===== src/common/rcw_pkg.sv =====
// Shared constants for the capture-select and watchdog register block.
// Assumes a 32-bit register port and a single 100 MHz system clock.

// ****************************************************************
// Package
// ****************************************************************
package rcw_pkg;
    localparam int DATA_W = 32;
    localparam int ADDR_W = 32;
    localparam int UNITS = 2;
    localparam int EVT_N = 6;
    localparam int SEL_W = 3;
    localparam int INT_W = 3;

    // Register byte addresses
    localparam logic [31:0] A_CAP_SRC = 32'h4000_0014;
    localparam logic [31:0] A_GCTRL = 32'h4200_0000;
    localparam logic [31:0] A_UNIT0 = 32'h4200_0010;
    localparam logic [31:0] UNIT_STRIDE = 32'h0000_0020;
    localparam logic [31:0] OFS_FRC = 32'h0000_0000;
    localparam logic [31:0] OFS_UC = 32'h0000_0004;
    localparam logic [31:0] OFS_CMPUC = 32'h0000_0008;
    localparam logic [31:0] OFS_CAPFRC = 32'h0000_0010;
    localparam logic [31:0] OFS_CAPUC = 32'h0000_0014;
    localparam logic [31:0] A_WD_CTRL = 32'h4200_0090;
    localparam logic [31:0] A_WD_PRLD = 32'h4200_0094;
    localparam logic [31:0] A_WD_STAT = 32'h4200_0098;
    localparam logic [31:0] A_WD_KEY = 32'h4200_009c;
    localparam logic [31:0] A_WD_CNT = 32'h4200_00a0;
    localparam logic [31:0] A_INT_STAT = 32'h4200_00b0;
    localparam logic [31:0] A_INT_MASK = 32'h4200_00b4;

    // Capture source field layout and codes
    localparam int SEL0_LSB = 0;
    localparam int SEL1_LSB = 4;
    localparam logic [2:0] SEL_RST = 3'h0;
    localparam logic [2:0] SEL_LIMIT = 3'h6;

    // Watchdog codes and reset values
    localparam logic [15:0] KEY_FIRST = 16'he51a;
    localparam logic [15:0] KEY_SECOND = 16'ha35c;
    localparam logic [31:0] WD_EN_CODE = 32'h0000_00a5;
    localparam logic [31:0] PRLD_RST = 32'h0000_ffff;
    localparam int ST_ANALOG = 0;
    localparam int ST_DIGITAL = 1;

    // Interrupt status bit positions
    localparam int INT_CAP0 = 0;
    localparam int INT_WD = 2;

    typedef enum logic {KEY_IDLE, KEY_ARMED} rcw_key_e;
endpackage : rcw_pkg


===== src/common/rcw_cap_if.sv =====
// Carrier between the register block and one capture unit.
// Assumes everything runs on the system clock of the register block.
`timescale 1ns/10ps
`default_nettype none

// ****************************************************************
// Capture unit interface
// ****************************************************************
interface rcw_cap_if;
    logic run;
    logic [rcw_pkg::SEL_W-1:0] sel;
    logic [rcw_pkg::EVT_N-1:0] evt;
    logic cmp_we;
    logic [rcw_pkg::DATA_W-1:0] cmp_wdata;
    logic [rcw_pkg::DATA_W-1:0] cmp_val;
    logic [rcw_pkg::DATA_W-1:0] frc;
    logic [rcw_pkg::DATA_W-1:0] uc;
    logic [rcw_pkg::DATA_W-1:0] cap_frc;
    logic [rcw_pkg::DATA_W-1:0] cap_uc;
    logic cap_pulse;

    modport unit (input run, sel, evt, cmp_we, cmp_wdata,
        output cmp_val, frc, uc, cap_frc, cap_uc, cap_pulse);
    modport ctrl (output run, sel, evt, cmp_we, cmp_wdata,
        input cmp_val, frc, uc, cap_frc, cap_uc, cap_pulse);
endinterface : rcw_cap_if

`default_nettype wire


===== src/rcw_capture.sv =====
// One timer counter with its prescaler and its input capture.
// Assumes event inputs are one-cycle pulses on the same clock.
`timescale 1ns/10ps
`default_nettype none

module rcw_capture (
    // Clock and reset
    input wire logic mclk,
    input wire logic rst,
    // Link to the register block
    rcw_cap_if.unit bus
);
    logic [rcw_pkg::DATA_W-1:0] uc_reg;
    logic [rcw_pkg::DATA_W-1:0] frc_reg;
    logic [rcw_pkg::DATA_W-1:0] cmp_reg;
    logic [rcw_pkg::DATA_W-1:0] cap_frc_reg;
    logic [rcw_pkg::DATA_W-1:0] cap_uc_reg;
    logic cap_pulse_reg;
    wire logic sel_ok;
    wire logic evt_hit;
    wire logic wrap;

    // ************************************************************
    // Event selection
    // ************************************************************
    // Codes 6 and 7 capture nothing rather than alias a real source
    assign sel_ok = (bus.sel < rcw_pkg::SEL_LIMIT);
    assign evt_hit = sel_ok ? bus.evt[bus.sel] : 1'b0;
    assign wrap = (uc_reg == cmp_reg);

    // Prescaler and free-running counter, both on the system clock
    always_ff @(posedge mclk) begin
        if (rst) begin
            uc_reg <= '0;
            frc_reg <= '0;
        end else if (bus.run) begin
            uc_reg <= wrap ? '0 : uc_reg + 32'h1;
            frc_reg <= wrap ? frc_reg + 32'h1 : frc_reg;
        end
    end

    // Compare value of the prescaler
    always_ff @(posedge mclk) begin
        if (rst) begin
            cmp_reg <= '0;
        end else if (bus.cmp_we) begin
            cmp_reg <= bus.cmp_wdata;
        end
    end

    // Capture latches both counters on the selected event
    always_ff @(posedge mclk) begin
        if (rst) begin
            cap_frc_reg <= '0;
            cap_uc_reg <= '0;
            cap_pulse_reg <= 1'b0;
        end else begin
            cap_pulse_reg <= evt_hit;
            if (evt_hit) begin
                cap_frc_reg <= frc_reg;
                cap_uc_reg <= uc_reg;
            end
        end
    end

    assign bus.cmp_val = cmp_reg;
    assign bus.frc = frc_reg;
    assign bus.uc = uc_reg;
    assign bus.cap_frc = cap_frc_reg;
    assign bus.cap_uc = cap_uc_reg;
    assign bus.cap_pulse = cap_pulse_reg;

    // ************************************************************
    // Checks
    // ************************************************************
    cap_decode_a: assert property (@(posedge mclk) disable iff (rst)
        (bus.sel < rcw_pkg::SEL_LIMIT && bus.evt[bus.sel])
        |=> (cap_frc_reg == $past(frc_reg)) && cap_pulse_reg)
        else $error("selected event did not capture the counter");
    cap_prescale_a: assert property (@(posedge mclk) disable iff (rst)
        evt_hit |=> cap_uc_reg == $past(uc_reg))
        else $error("prescale count not captured");
    frc_step_a: assert property (@(posedge mclk) disable iff (rst)
        (bus.run && wrap) |=> frc_reg == $past(frc_reg) + 32'h1)
        else $error("counter did not step on prescaler wrap");
endmodule : rcw_capture

`default_nettype wire


===== src/rcw_top.sv =====
// Capture source selection, two timer counters with capture, and the
// digital watchdog, reached over a plain strobe register port.
// Assumes event pulses and the register master share the clock mclk.
//
// Implementation choice: strobed register access.
`timescale 1ns/10ps
`default_nettype none

module rcw_top (
    // Clock and reset
    input wire logic mclk,
    input wire logic rst,
    // Register port
    input wire logic [rcw_pkg::ADDR_W-1:0] addr,
    input wire logic [rcw_pkg::DATA_W-1:0] wdata,
    input wire logic wr,
    input wire logic rd,
    output logic [rcw_pkg::DATA_W-1:0] rdata,
    // Audio serial port DMA events: tx0, rx0, tx1, rx1, tx2, rx2
    input wire logic [rcw_pkg::EVT_N-1:0] asp_evt,
    // Interrupt and processor reset request
    output logic irq,
    output logic wd_cpu_reset
);
    localparam int UNITS = rcw_pkg::UNITS;

    // ************************************************************
    // State
    // ************************************************************
    logic [rcw_pkg::SEL_W-1:0] sel0_reg;
    logic [rcw_pkg::SEL_W-1:0] sel1_reg;
    logic [UNITS-1:0] gctrl_reg;
    logic [rcw_pkg::DATA_W-1:0] wd_ctrl_reg;
    logic [rcw_pkg::DATA_W-1:0] wd_prld_reg;
    logic [rcw_pkg::DATA_W-1:0] wd_cnt_reg;
    logic wd_en_reg;
    logic wd_expired_reg;
    rcw_pkg::rcw_key_e key_reg;
    rcw_pkg::rcw_key_e key_next;
    logic [rcw_pkg::INT_W-1:0] int_stat_reg;
    logic [rcw_pkg::INT_W-1:0] int_mask_reg;
    logic [rcw_pkg::INT_W-1:0] int_stat_next;
    logic [rcw_pkg::DATA_W-1:0] rdata_reg;
    logic irq_reg;
    logic wd_cpu_reset_reg;

    // ************************************************************
    // Address decode
    // ************************************************************
    wire logic hit_cap = (addr == rcw_pkg::A_CAP_SRC);
    wire logic hit_gctrl = (addr == rcw_pkg::A_GCTRL);
    wire logic hit_wd_ctrl = (addr == rcw_pkg::A_WD_CTRL);
    wire logic hit_wd_prld = (addr == rcw_pkg::A_WD_PRLD);
    wire logic hit_wd_stat = (addr == rcw_pkg::A_WD_STAT);
    wire logic hit_wd_key = (addr == rcw_pkg::A_WD_KEY);
    wire logic hit_wd_cnt = (addr == rcw_pkg::A_WD_CNT);
    wire logic hit_int_stat = (addr == rcw_pkg::A_INT_STAT);
    wire logic hit_int_mask = (addr == rcw_pkg::A_INT_MASK);
    wire logic wr_key = wr && hit_wd_key;
    wire logic [15:0] key_val = wdata[15:0];

    // ************************************************************
    // Capture units
    // ************************************************************
    rcw_cap_if cap_bus[UNITS] ();
    logic [rcw_pkg::DATA_W-1:0] rd_chain [UNITS+1];
    logic [UNITS-1:0] cap_evt;
    wire logic [rcw_pkg::SEL_W-1:0] unit_sel [UNITS];

    assign unit_sel[0] = sel0_reg;
    assign unit_sel[1] = sel1_reg;
    assign rd_chain[0] = '0;

    generate
        for (genvar k = 0; k < UNITS; k++) begin : g_unit
            localparam logic [31:0] BASE =
                rcw_pkg::A_UNIT0 + 32'(k) * rcw_pkg::UNIT_STRIDE;
            wire logic [rcw_pkg::DATA_W-1:0] unit_rd;
            // Each unit sees the same event set, its own selector
            assign cap_bus[k].run = gctrl_reg[k];
            assign cap_bus[k].sel = unit_sel[k];
            assign cap_bus[k].evt = asp_evt;
            assign cap_bus[k].cmp_we =
                wr && (addr == BASE + rcw_pkg::OFS_CMPUC);
            assign cap_bus[k].cmp_wdata = wdata;
            assign cap_evt[k] = cap_bus[k].cap_pulse;
            // Counter values are read-only here; writes are dropped
            assign unit_rd =
                (addr == BASE + rcw_pkg::OFS_FRC) ? cap_bus[k].frc :
                (addr == BASE + rcw_pkg::OFS_UC) ? cap_bus[k].uc :
                (addr == BASE + rcw_pkg::OFS_CMPUC) ? cap_bus[k].cmp_val :
                (addr == BASE + rcw_pkg::OFS_CAPFRC) ? cap_bus[k].cap_frc :
                (addr == BASE + rcw_pkg::OFS_CAPUC) ? cap_bus[k].cap_uc :
                '0;
            assign rd_chain[k+1] = rd_chain[k] | unit_rd;
            rcw_capture u_cap (
                .mclk(mclk),
                .rst(rst),
                .bus(cap_bus[k])
            );
        end
    endgenerate

    // ************************************************************
    // Configuration registers
    // ************************************************************
    // Reserved bits are not stored, so they read back as zero
    always_ff @(posedge mclk) begin
        if (rst) begin
            sel0_reg <= rcw_pkg::SEL_RST;
            sel1_reg <= rcw_pkg::SEL_RST;
            gctrl_reg <= '0;
            int_mask_reg <= '0;
            wd_ctrl_reg <= '0;
            wd_prld_reg <= rcw_pkg::PRLD_RST;
        end else if (wr) begin
            if (hit_cap) begin
                sel0_reg <= wdata[rcw_pkg::SEL0_LSB +: rcw_pkg::SEL_W];
                sel1_reg <= wdata[rcw_pkg::SEL1_LSB +: rcw_pkg::SEL_W];
            end
            if (hit_gctrl) begin
                gctrl_reg <= wdata[UNITS-1:0];
            end
            if (hit_int_mask) begin
                int_mask_reg <= wdata[rcw_pkg::INT_W-1:0];
            end
            if (hit_wd_ctrl) begin
                wd_ctrl_reg <= wdata;
            end
            if (hit_wd_prld) begin
                wd_prld_reg <= wdata;
            end
        end
    end

    // ************************************************************
    // Watchdog
    // ************************************************************
    // Enable is one-way: a runaway program cannot switch it off again
    wire logic wd_enable_wr =
        wr && hit_wd_ctrl && (wdata == rcw_pkg::WD_EN_CODE);
    wire logic wd_service = wr_key && (key_reg == rcw_pkg::KEY_ARMED)
        && (key_val == rcw_pkg::KEY_SECOND);
    wire logic wd_reload = wd_service || (wd_enable_wr && !wd_en_reg);
    wire logic wd_fire = wd_en_reg && !wd_expired_reg
        && (wd_cnt_reg == '0) && !wd_service;

    // Key sequencer: any stray value drops back to waiting for the first
    always_comb begin
        key_next = key_reg;
        if (wr_key) begin
            if (key_val == rcw_pkg::KEY_FIRST) begin
                key_next = rcw_pkg::KEY_ARMED;
            end else begin
                key_next = rcw_pkg::KEY_IDLE;
            end
        end
    end

    always_ff @(posedge mclk) begin
        if (rst) begin
            key_reg <= rcw_pkg::KEY_IDLE;
        end else begin
            case (key_reg)
                rcw_pkg::KEY_IDLE: key_reg <= key_next;
                rcw_pkg::KEY_ARMED: key_reg <= key_next;
                default: key_reg <= rcw_pkg::KEY_IDLE;
            endcase
        end
    end

    // Down-counter; it ignores writes to its own address, reloading only on service or enable
    always_ff @(posedge mclk) begin
        if (rst) begin
            wd_en_reg <= 1'b0;
            wd_cnt_reg <= rcw_pkg::PRLD_RST;
            wd_expired_reg <= 1'b0;
            wd_cpu_reset_reg <= 1'b0;
        end else begin
            if (wd_enable_wr) begin
                wd_en_reg <= 1'b1;
            end
            if (wd_reload) begin
                wd_cnt_reg <= wd_prld_reg;
            end else if (wd_en_reg && wd_cnt_reg != '0) begin
                wd_cnt_reg <= wd_cnt_reg - 32'h1;
            end
            if (wd_fire) begin
                wd_expired_reg <= 1'b1;
                wd_cpu_reset_reg <= 1'b1;
            end
        end
    end

    // ************************************************************
    // Interrupt status
    // ************************************************************
    // A new event beats a write-one-to-clear in the same cycle
    wire logic [rcw_pkg::INT_W-1:0] int_set = {wd_fire, cap_evt};
    wire logic [rcw_pkg::INT_W-1:0] int_clr =
        (wr && hit_int_stat) ? wdata[rcw_pkg::INT_W-1:0] : '0;
    assign int_stat_next = (int_stat_reg & ~int_clr) | int_set;

    always_ff @(posedge mclk) begin
        if (rst) begin
            int_stat_reg <= '0;
            irq_reg <= 1'b0;
        end else begin
            int_stat_reg <= int_stat_next;
            irq_reg <= |(int_stat_next & int_mask_reg);
        end
    end

    // ************************************************************
    // Read path
    // ************************************************************
    wire logic [rcw_pkg::DATA_W-1:0] cap_rd =
        (32'(sel1_reg) << rcw_pkg::SEL1_LSB)
        | (32'(sel0_reg) << rcw_pkg::SEL0_LSB);
    wire logic [1:0] wd_stat_vec =
        2'((32'(wd_expired_reg) << rcw_pkg::ST_DIGITAL));
    wire logic [rcw_pkg::DATA_W-1:0] rd_next =
        hit_cap ? cap_rd :
        hit_gctrl ? 32'(gctrl_reg) :
        hit_wd_ctrl ? wd_ctrl_reg :
        hit_wd_prld ? wd_prld_reg :
        hit_wd_stat ? 32'(wd_stat_vec) :
        hit_wd_cnt ? wd_cnt_reg :
        hit_int_stat ? 32'(int_stat_reg) :
        hit_int_mask ? 32'(int_mask_reg) :
        rd_chain[UNITS];

    // Read data stand for one cycle only, zero otherwise
    always_ff @(posedge mclk) begin
        if (rst) begin
            rdata_reg <= '0;
        end else begin
            rdata_reg <= rd ? rd_next : '0;
        end
    end

    assign rdata = rdata_reg;
    assign irq = irq_reg;
    assign wd_cpu_reset = wd_cpu_reset_reg;

    // ************************************************************
    // Checks
    // ************************************************************
    sel0_write_a: assert property (@(posedge mclk) disable iff (rst)
        (wr && hit_cap) |=> sel0_reg == $past(wdata[2:0]))
        else $error("capture 0 select not written");
    sel1_write_a: assert property (@(posedge mclk) disable iff (rst)
        (wr && hit_cap) |=> sel1_reg == $past(wdata[6:4]))
        else $error("capture 1 select not written");
    cfg_rsvd_a: assert property (@(posedge mclk) disable iff (rst)
        (rd && hit_cap) |=> rdata[31:7] == '0 && !rdata[3])
        else $error("reserved config bits not zero");
    sel_reset_a: assert property (@(posedge mclk)
        rst |=> sel0_reg == '0 && sel1_reg == '0)
        else $error("capture selects not reset");
    // A reload while disabled is legal, so only quiet cycles are held
    wd_off_a: assert property (@(posedge mclk) disable iff (rst)
        (!wd_en_reg && !wd_reload) |=> !wd_cpu_reset_reg
        && $stable(wd_cnt_reg))
        else $error("disabled watchdog is active");
    wd_load_a: assert property (@(posedge mclk) disable iff (rst)
        (wd_enable_wr && !wd_en_reg) |=> wd_en_reg
        && wd_cnt_reg == $past(wd_prld_reg))
        else $error("enable did not load preload");
    wd_status_a: assert property (@(posedge mclk) disable iff (rst)
        (rd && hit_wd_stat) |=> rdata[1] == $past(wd_expired_reg))
        else $error("status does not show expiry");
    wd_service_a: assert property (@(posedge mclk) disable iff (rst)
        (wr_key && key_val == rcw_pkg::KEY_FIRST) ##1 !wr_key ##1
        (wr_key && key_val == rcw_pkg::KEY_SECOND)
        |=> wd_cnt_reg == $past(wd_prld_reg))
        else $error("key pair did not service watchdog");
    wd_expire_a: assert property (@(posedge mclk) disable iff (rst)
        wd_fire |=> wd_cpu_reset_reg [*3])
        else $error("expiry did not reset processor");
    cnt_read_a: assert property (@(posedge mclk) disable iff (rst)
        (rd && hit_wd_cnt) |=> rdata == $past(wd_cnt_reg))
        else $error("down-counter read mismatch");
endmodule : rcw_top

`default_nettype wire

===== config.mk =====
export PLATFORM = sky130hd
export DESIGN_NAME = rcw_top
export DESIGN_NICKNAME = d
export VERILOG_FILES = /design/src/common/rcw_pkg.sv /design/src/common/rcw_cap_if.sv /design/src/rcw_capture.sv /design/src/rcw_top.sv
export SDC_FILE = /design/constraint.sdc
export NUM_CORES = 1
export LEC_CHECK = 0
export BUFFER_PORTS_ARGS = -buffer_cell sky130_fd_sc_hd__buf_2
export CORE_MARGIN = 2
export CORE_UTILIZATION = 53
export DETAILED_ROUTE_END_ITERATION = 10
export PLACE_DENSITY = 0.67
export RECOVER_POWER = 100
export SLEW_MARGIN = 10
export SYNTH_ARGS = -nofsm -noshare
export SYNTH_HDL_FRONTEND = slang
export SYNTH_HIERARCHICAL = 1
export SYNTH_SLANG_ARGS = --single-unit

===== constraint.sdc =====
create_clock -name mclk -period 4.2 [get_ports mclk]
set_input_delay 0.63 -clock mclk [delete_from_list [all_inputs] [get_ports mclk]]
set_output_delay 0.63 -clock mclk [all_outputs]
set_load 0.02 [all_outputs]

==> summary.md, run 1 <==
| Metric | Value |
|---|---|
| Critical Path AT | `4030 ps` |
| GR Util met2 | `51.59%` |
| Starting Density | `53.53%` |
| HP Class | `in -> reg` |
| Final Hold Vio Count | `0` |
| Worst Path Required | `4640 ps` |
| Count of flip-flops with a built-in enable after synthesis | `0` |
| Register share of total power | `48.0%` |
| Synthesized Nets | `2719` |
| Inserted Clock Buffers | `49` |
| Post-Synth XOR/XNOR Area | `5.786%` |
| Filler cells | `3912` |
| Outcome | `finished with violations` |
| I/O Buffers | `107` |
| CTS tree | `built` |
| Unrepaired setup endpoints after global routing | `no` |
| Gr usage total | `37.40%` |
| R2R Setup Slk | `680 ps` |
| Setup Viol. Count Final | `0` |
| GPL Wtd Cong | `1.037` |
| Max Cap Violations | `4` |
| Net Sw Frac | `22.54%` |
| Yosys cell types | `87` |
| CTS max path bufs | `3` |
| Crit Reg-Reg Startpoint | `g_unit[0].u_cap/bus.uc[0]` |
| Via count | `21495` |
| Nets | `2744` |
| Worst reg2reg path endpoint | `g_unit[0].u_cap/bus.frc[8]` |
| Post-Syn Area per Cell | `8.715 µm²` |
| Drt via density | `6.535` |
| FP Rows | `76` |
| Least-Margin Pin Slew | `2167 ps` |
| Avg WL per Cell | `25.92 µm` |
| Post-Route Skew | `21.81 ps` |
| Critical Path End Type | `register` |
| Most used routing layer | `met1` |
| Hold buffer count at cts | `0` |
| Layout cells sized above 1 | `10.17%` |
| Switch Pwr | `0.002088 W` |
| Yosys reg bits | `468` |
| Setup crit start | `addr[9]` |
| Worst Hold End | `wd_ctrl_reg[31]` |
| Adder-cell share of the synthesized area | `0.2719%` |
| H-tree depth | `2` |
| Hold path startpoint | `wdata[31]` |
| Initial DRT Pass Iterations | `7` |
| R2r worst-path depth | `7` |
| Synth Flop Type | `dfxtp_1` |
| Commonest non-fill, non-tap cell in the layout | `dfxtp_1` |
| Post-DP HPWL | `62.55 mm` |
| Worst-Skew Late Latency | `600 ps` |
| Max Fclk | `278.3 MHz` |
| Clock sink count | `468` |
| N_diodes | `0` |
| Vias in the first global route | `19546` |
| Setup total negative slack | `0 ps` |
| Die height | `212.4 µm` |
| Complex-gate fraction of the synthesized area | `14.29%` |
| Top-Level Pins | `108` |
| Worst Path Max Fanout | `15` |
| Post-synth ARST share | `0%` |
| Syn-to-layout area delta | `11.44%` |
| CTS root buffer | `clkbuf_16` |
| First-pass GRT wire length | `126.1 mm` |
| Most frequent cells in the layout | `468 x dfxtp_1, 367 x nor2_1, 243 x nand2_1` |
| Largest family of logic cells by synthesized area | `simple AND/OR/NAND/NOR gates` |
| Synth area leader | `dfxtp_1` |
| Yosys warnings | `6` |
| Startpoint types | `primary input` |
| Min Clock Period, post-route | `3594 ps` |
| Area contributors post-synth | `dfxtp_1 41%, mux2i_1 8.9%, nor2_1 6.0%` |
| Initial drt markers | `2983` |
| VDD IR max | `320.7 µV` |
| Initial antenna violation count | `2` |
| Met3 Usage GRT | `9.380%` |
| Gate power share | `3.4%` |
| Area of the core | `0.04298 mm²` |
| Largest net degree at the start of global routing | `161` |
| Chip width | `212.4 µm` |
| CTS clk-pin slew, worst paths | `60 ps` |
| Leakage | `9.444 nW` |
| Total internal power | `0.007174 W` |
| Failing checks | `max-capacitance violations, max-slew violations` |
| Residual DRC | `0` |
| Synth Area in Simple Gates | `23.92%` |
| Post-CTS Setup Bufs | `0` |
| Synth top area share | `40.72%` |
| Post-CTS Resized | `0` |
| Crit Path Class | `in -> reg` |
| Pwr Total | `0.009261 W` |
| Aggregate global routing overflow | `0` |
| Max Slew Vio Count | `95` |
| Die ar. | `0.04509 mm²` |
| PwrDens | `361.2 mW/mm²` |
| Antenna Violating Nets Remaining | `0` |
| Routed WL | `85.25 mm` |
| Sequential fraction of the synthesis area | `40.72%` |
| Mux contribution to synthesized area | `10.78%` |
| Clock power share | `48.6%` |
| Cells after synthesis | `2640` |
| Period utilization | `85.56%` |
| Slew headroom | `-48.58%` |
| Hold depth | `3` |
| Met1 Use GR | `56.80%` |
| Syn Std Cell Area | `0.02301 mm²` |
[cell type report]
cell class | count | area, µm² | area share [%]
Inverter | 28 | 105.1 | 0.4099
Tap cell | 585 | 732.0 | 2.855
Sequential cell | 468 | 9369 | 36.54
Clock inverter | 11 | 115.1 | 0.4490
Clock buffer | 79 | 1551 | 6.051
Timing Repair Buffer | 176 | 1065 | 4.153
Multi-Input combinational cell | 1942 | 12700 | 49.54
[layer usage]
metal / up-vias / part of all wire [%]
met3: 143 / 13
li1: 9635 / -
met1: 10506 / 44
met5: - / 0.0094
met4: 2 / 2.9
met2: 1209 / 40
[worst max path at each step]
stage / end / slack, ps / cells after the start
finish: g_unit[1].u_cap/bus.cmp_val[12] / 610 / 8
global route: g_unit[1].u_cap/bus.cmp_val[12] / 470 / 8
CTS: g_unit[0].u_cap/bus.frc[19] / 1010 / 6
detailed placement: rdata[5] / 720 / 9
global placement: rdata[5] / 660 / 9
floorplan: g_unit[0].u_cap/bus.cmp_val[10] / 890 / 9
[stage by stage]
step / hold WS, ps / cells / cell area, µm² / util, % / setup slack [ps]
final: 334.7 / 3289 / 25640 / 59.65 / 606.5
after global routing: 336.8 / 3289 / 25640 / 59.65 / 474.9
after CTS: 313.8 / 3289 / 25770 / 59.96 / 1012
after detailed placement: 441.8 / 3199 / 24100 / 56.08 / 723.2
after global placement: 438.4 / 3199 / 24100 / 56.08 / 661.5
after floorplan: 428.7 / 2640 / 23010 / - / 892.9
[critical path, stage by stage]
cell	delay, ps
buf_2	100
nor4_1	500
nand2_1	480
nor3_2	290
and2_0	1400
buf_4	350
mux2i_1	190
nor2_1	60
[power groups by stage]
stage	logic (W)	clock network [W]	registers, W
floorplan	0.000168	0	0.00454
global placement	0.000309	0	0.00454
detailed placement	0.000310	0	0.00454
CTS	0.000311	0.00453	0.00444
global route	0.000332	0.00471	0.00444
finish	0.000319	0.00450	0.00444
[cells by family (layout without fill, tap and decap cells)]
family / Yosys count / count (layout)
compound gates: 447 / 447
xor+xnor: 152 / 152
fa+ha+maj: 5 / 5
buf+inv: 230 / 294
flops: 468 / 468
mux: 241 / 241
simple gates: 1097 / 1097
[Yosys cell counts, types with 5 or more instances]
cell and count:
nand3_1 82, a211oi_1 29, o31ai_1 17, nor2b_1 37, or4b_1 5, nor4b_1 7
o21ai_1 6, nand3b_1 5, o211a_1 26, and4_1 20, or3_1 14, dfxtp_1 468
nor2_1 367, a221oi_1 41, clkbuf_1 135, buf_6 5, and2_1 12, xor2_1 65
nand2b_1 5, a22oi_1 34, and3_1 23, xnor2_1 87, mux2i_1 205, nand4_1 95
mux2_1 11, o21ai_0 27, a32oi_1 7, ha_1 5, inv_1 27, a22o_1 55
buf_1 7, nor3_1 43, nand2_1 243, nor4_1 66, o211ai_1 10, a222oi_1 32
or4_1 28, buf_2 51, nor3b_1 5, mux2_2 23, a21oi_1 128
Note: power is estimated with default switching activity, not from simulation.
==> run 2: changes to the inputs <==
--- a/config.mk
+++ b/config.mk
@@ -9,6 +9,7 @@
 export CORE_MARGIN = 2
 export CORE_UTILIZATION = 53
 export DETAILED_ROUTE_END_ITERATION = 10
+export MAX_ROUTING_LAYER = met4
 export PLACE_DENSITY = 0.67
 export RECOVER_POWER = 100
 export SLEW_MARGIN = 10
==> summary.md, run 2 (synthesized netlist as in run 1, its figures left out) <==
| Metric | Value |
|---|---|
| Clock sink count | `468 (unchanged)` |
| FP Rows | `76 (unchanged)` |
| Post-CTS Setup Bufs | `0 (unchanged)` |
| R2r worst-path depth | `7 (unchanged)` |
| Leakage | `9.371 nW (-0.78%)` |
| Critical Path End Type | `register` |
| Hold buffer count at cts | `0 (unchanged)` |
| N_diodes | `0 (unchanged)` |
| Least-Margin Pin Slew | `1661 ps (-505.9 ps)` |
| CTS clk-pin slew, worst paths | `60 ps (about the same)` |
| H-tree depth | `2 (unchanged)` |
| Top sig layer | `met4` |
| Post-CTS Resized | `0 (unchanged)` |
| Vias in the first global route | `19506 (-0.20%)` |
| Layout cells sized above 1 | `9.640% (-0.53 points)` |
| Via count | `21336 (-0.74%)` |
| Wl on met1 | `37.37 mm (-1.4%)` |
| Initial DRT Pass Iterations | `10 (+3)` |
| CTS max path bufs | `3 (unchanged)` |
| Crit Path Class | `in -> reg` |
| Die ar. | `0.04509 mm² (unchanged)` |
| I/O Buffers | `107 (unchanged)` |
| Chip width | `212.4 µm (unchanged)` |
| Met3 WL | `10.90 mm (+1.2%)` |
| CTS root buffer | `clkbuf_16` |
| Slew headroom | `-10.72% (+38 points)` |
| Routed WL | `84.82 mm (-0.51%)` |
| DP Cell Count | `3196 (-0.094%)` |
| Gr usage total | `38.33% (+0.93 points)` |
| VDD IR max | `303.3 µV (-5.4%)` |
| Fin area | `0.02549 mm² (-0.57%)` |
| Filler cells | `3937 (+0.64%)` |
| Setup total negative slack | `0 ps (unchanged)` |
| Avg WL per Cell | `25.84 µm (-0.30%)` |
| Worst-Skew Late Latency | `610 ps (about the same)` |
| Starting Density | `53.53% (unchanged)` |
| Max Slew Vio Count | `57 (-40%)` |
| Failing checks | `max-capacitance violations, max-slew violations` |
| HP Class | `in -> reg` |
| Inserted Clock Buffers | `51 (+4.1%)` |
| First-pass GRT wire length | `125.6 mm (-0.42%)` |
| Post-Route Skew | `27.22 ps (+5.407 ps)` |
| Top-Level Pins | `108 (unchanged)` |
| Post-DP HPWL | `60.99 mm (-2.5%)` |
| Drt via density | `6.501 (-0.53%)` |
| Hold depth | `3 (unchanged)` |
| Period utilization | `86.89% (+1.3 points)` |
| Residual DRC | `0 (unchanged)` |
| Most frequent cells in the layout | `468 x dfxtp_1, 367 x nor2_1, 243 x nand2_1` |
| Nets | `2743 (-0.036%)` |
| Unrepaired setup endpoints after global routing | `no` |
| Outcome | `finished with violations` |
| Initial drt markers | `2984 (+0.034%)` |
| Max Fclk | `274.0 MHz (-1.5%)` |
| Worst Path Max Fanout | `29 (+14)` |
| Largest net degree at the start of global routing | `212 (+32%)` |
| Min Clock Period, post-route | `3649 ps (+55.68 ps)` |
| Area of the core | `0.04298 mm² (unchanged)` |
| GPL Wtd Cong | `1.014 (-2.2%)` |
| Critical Path AT | `4130 ps (+100 ps)` |
| Aggregate global routing overflow | `0 (unchanged)` |
| Commonest non-fill, non-tap cell in the layout | `dfxtp_1` |
| Non-Filler Instances | `3282 (-0.21%)` |
| PwrDens | `354.9 mW/mm² (-1.8%)` |
| Max Cap Violations | `2 (-2)` |
| Die height | `212.4 µm (unchanged)` |
| Syn-to-layout area delta | `10.81%` |
| Setup Viol. Count Final | `0 (unchanged)` |
| Initial antenna violation count | `0 (-2)` |
| Antenna Violating Nets Remaining | `0 (unchanged)` |
| CTS tree | `built` |
| DP Area | `0.02412 mm² (about the same)` |
| Routed wl met2 | `33.93 mm (-0.63%)` |
| Final Hold Vio Count | `0 (unchanged)` |
| Worst Path Required | `4680 ps (+40 ps)` |
| Startpoint types | `primary input` |
## run 2: changes by cell type in the layout (fill, tap and decap cells not counted), moves of 2 or more
cell,change
buf_4,-3
nor3_1,+2
nor3_2,-2
clkbuf_1,+6
clkbuf_8,-12
and2_0,-2
## run 2: layout make-up
type | instances | area (µm²) | area share, %
Clock buffer | 75 | 1438 | 5.639
Clock inverter | 11 | 101.3 | 0.3975
Inverter | 28 | 105.1 | 0.4122
Multi-Input combinational cell | 1942 | 12690 | 49.78
Sequential cell | 468 | 9369 | 36.75
Tap cell | 585 | 732.0 | 2.871
Timing Repair Buffer | 173 | 1059 | 4.152
## run 2: worst paths after layout
| path | to | start | slack [ps] |
|---|---|---|---|
| worst max-delay path | rdata[4] | addr[8] | 550 |
| worst min-delay path | wd_ctrl_reg[28] | wdata[28] | 320 |
| worst max register to register | g_unit[0].u_cap/bus.uc[24] | g_unit[0].u_cap/bus.uc[0] | 600 |
| worst min register to register | wd_ctrl_reg[30] | wd_ctrl_reg[30] | 460 |
## run 2: metrics by stage
stage               power [W]  hold slack [ps]  utilization (%)  worst slack [ps]
finish               0.009047            321.8            59.32             550.8
global route         0.009260            321.9            59.32             423.8
CTS                  0.009067            301.8            59.70             991.6
detailed placement   0.004852            447.3            56.12             704.0
global placement     0.004849            441.3            56.12             616.8
floorplan            0.004707            428.7                -             892.9
## run 2: report_power, final
| group | switching, W | leakage, nW | internal, W |
|---|---|---|---|
| clock network | 0.00187 | 0.751 | 0.00242 |
| registers | 0.00000112 | 3.77 | 0.00444 |
| logic | 0.000231 | 4.85 | 0.0000877 |
## run 2: worst max-delay path: stages
cell      delay [ps]
buf_2            110
nor4_1           490
nand3_1          600
nor3_1           900
and3_1           370
nor3_1            70
clkbuf_2         500
o21a_1           280
a22o_1           190
## run 2: metal layers
metal	global-route usage, %	up-vias
met3	12.04	138
met4	12.03	0
li1	-	9625
met2	51.18	1159
met5	-	-
met1	54.50	10414
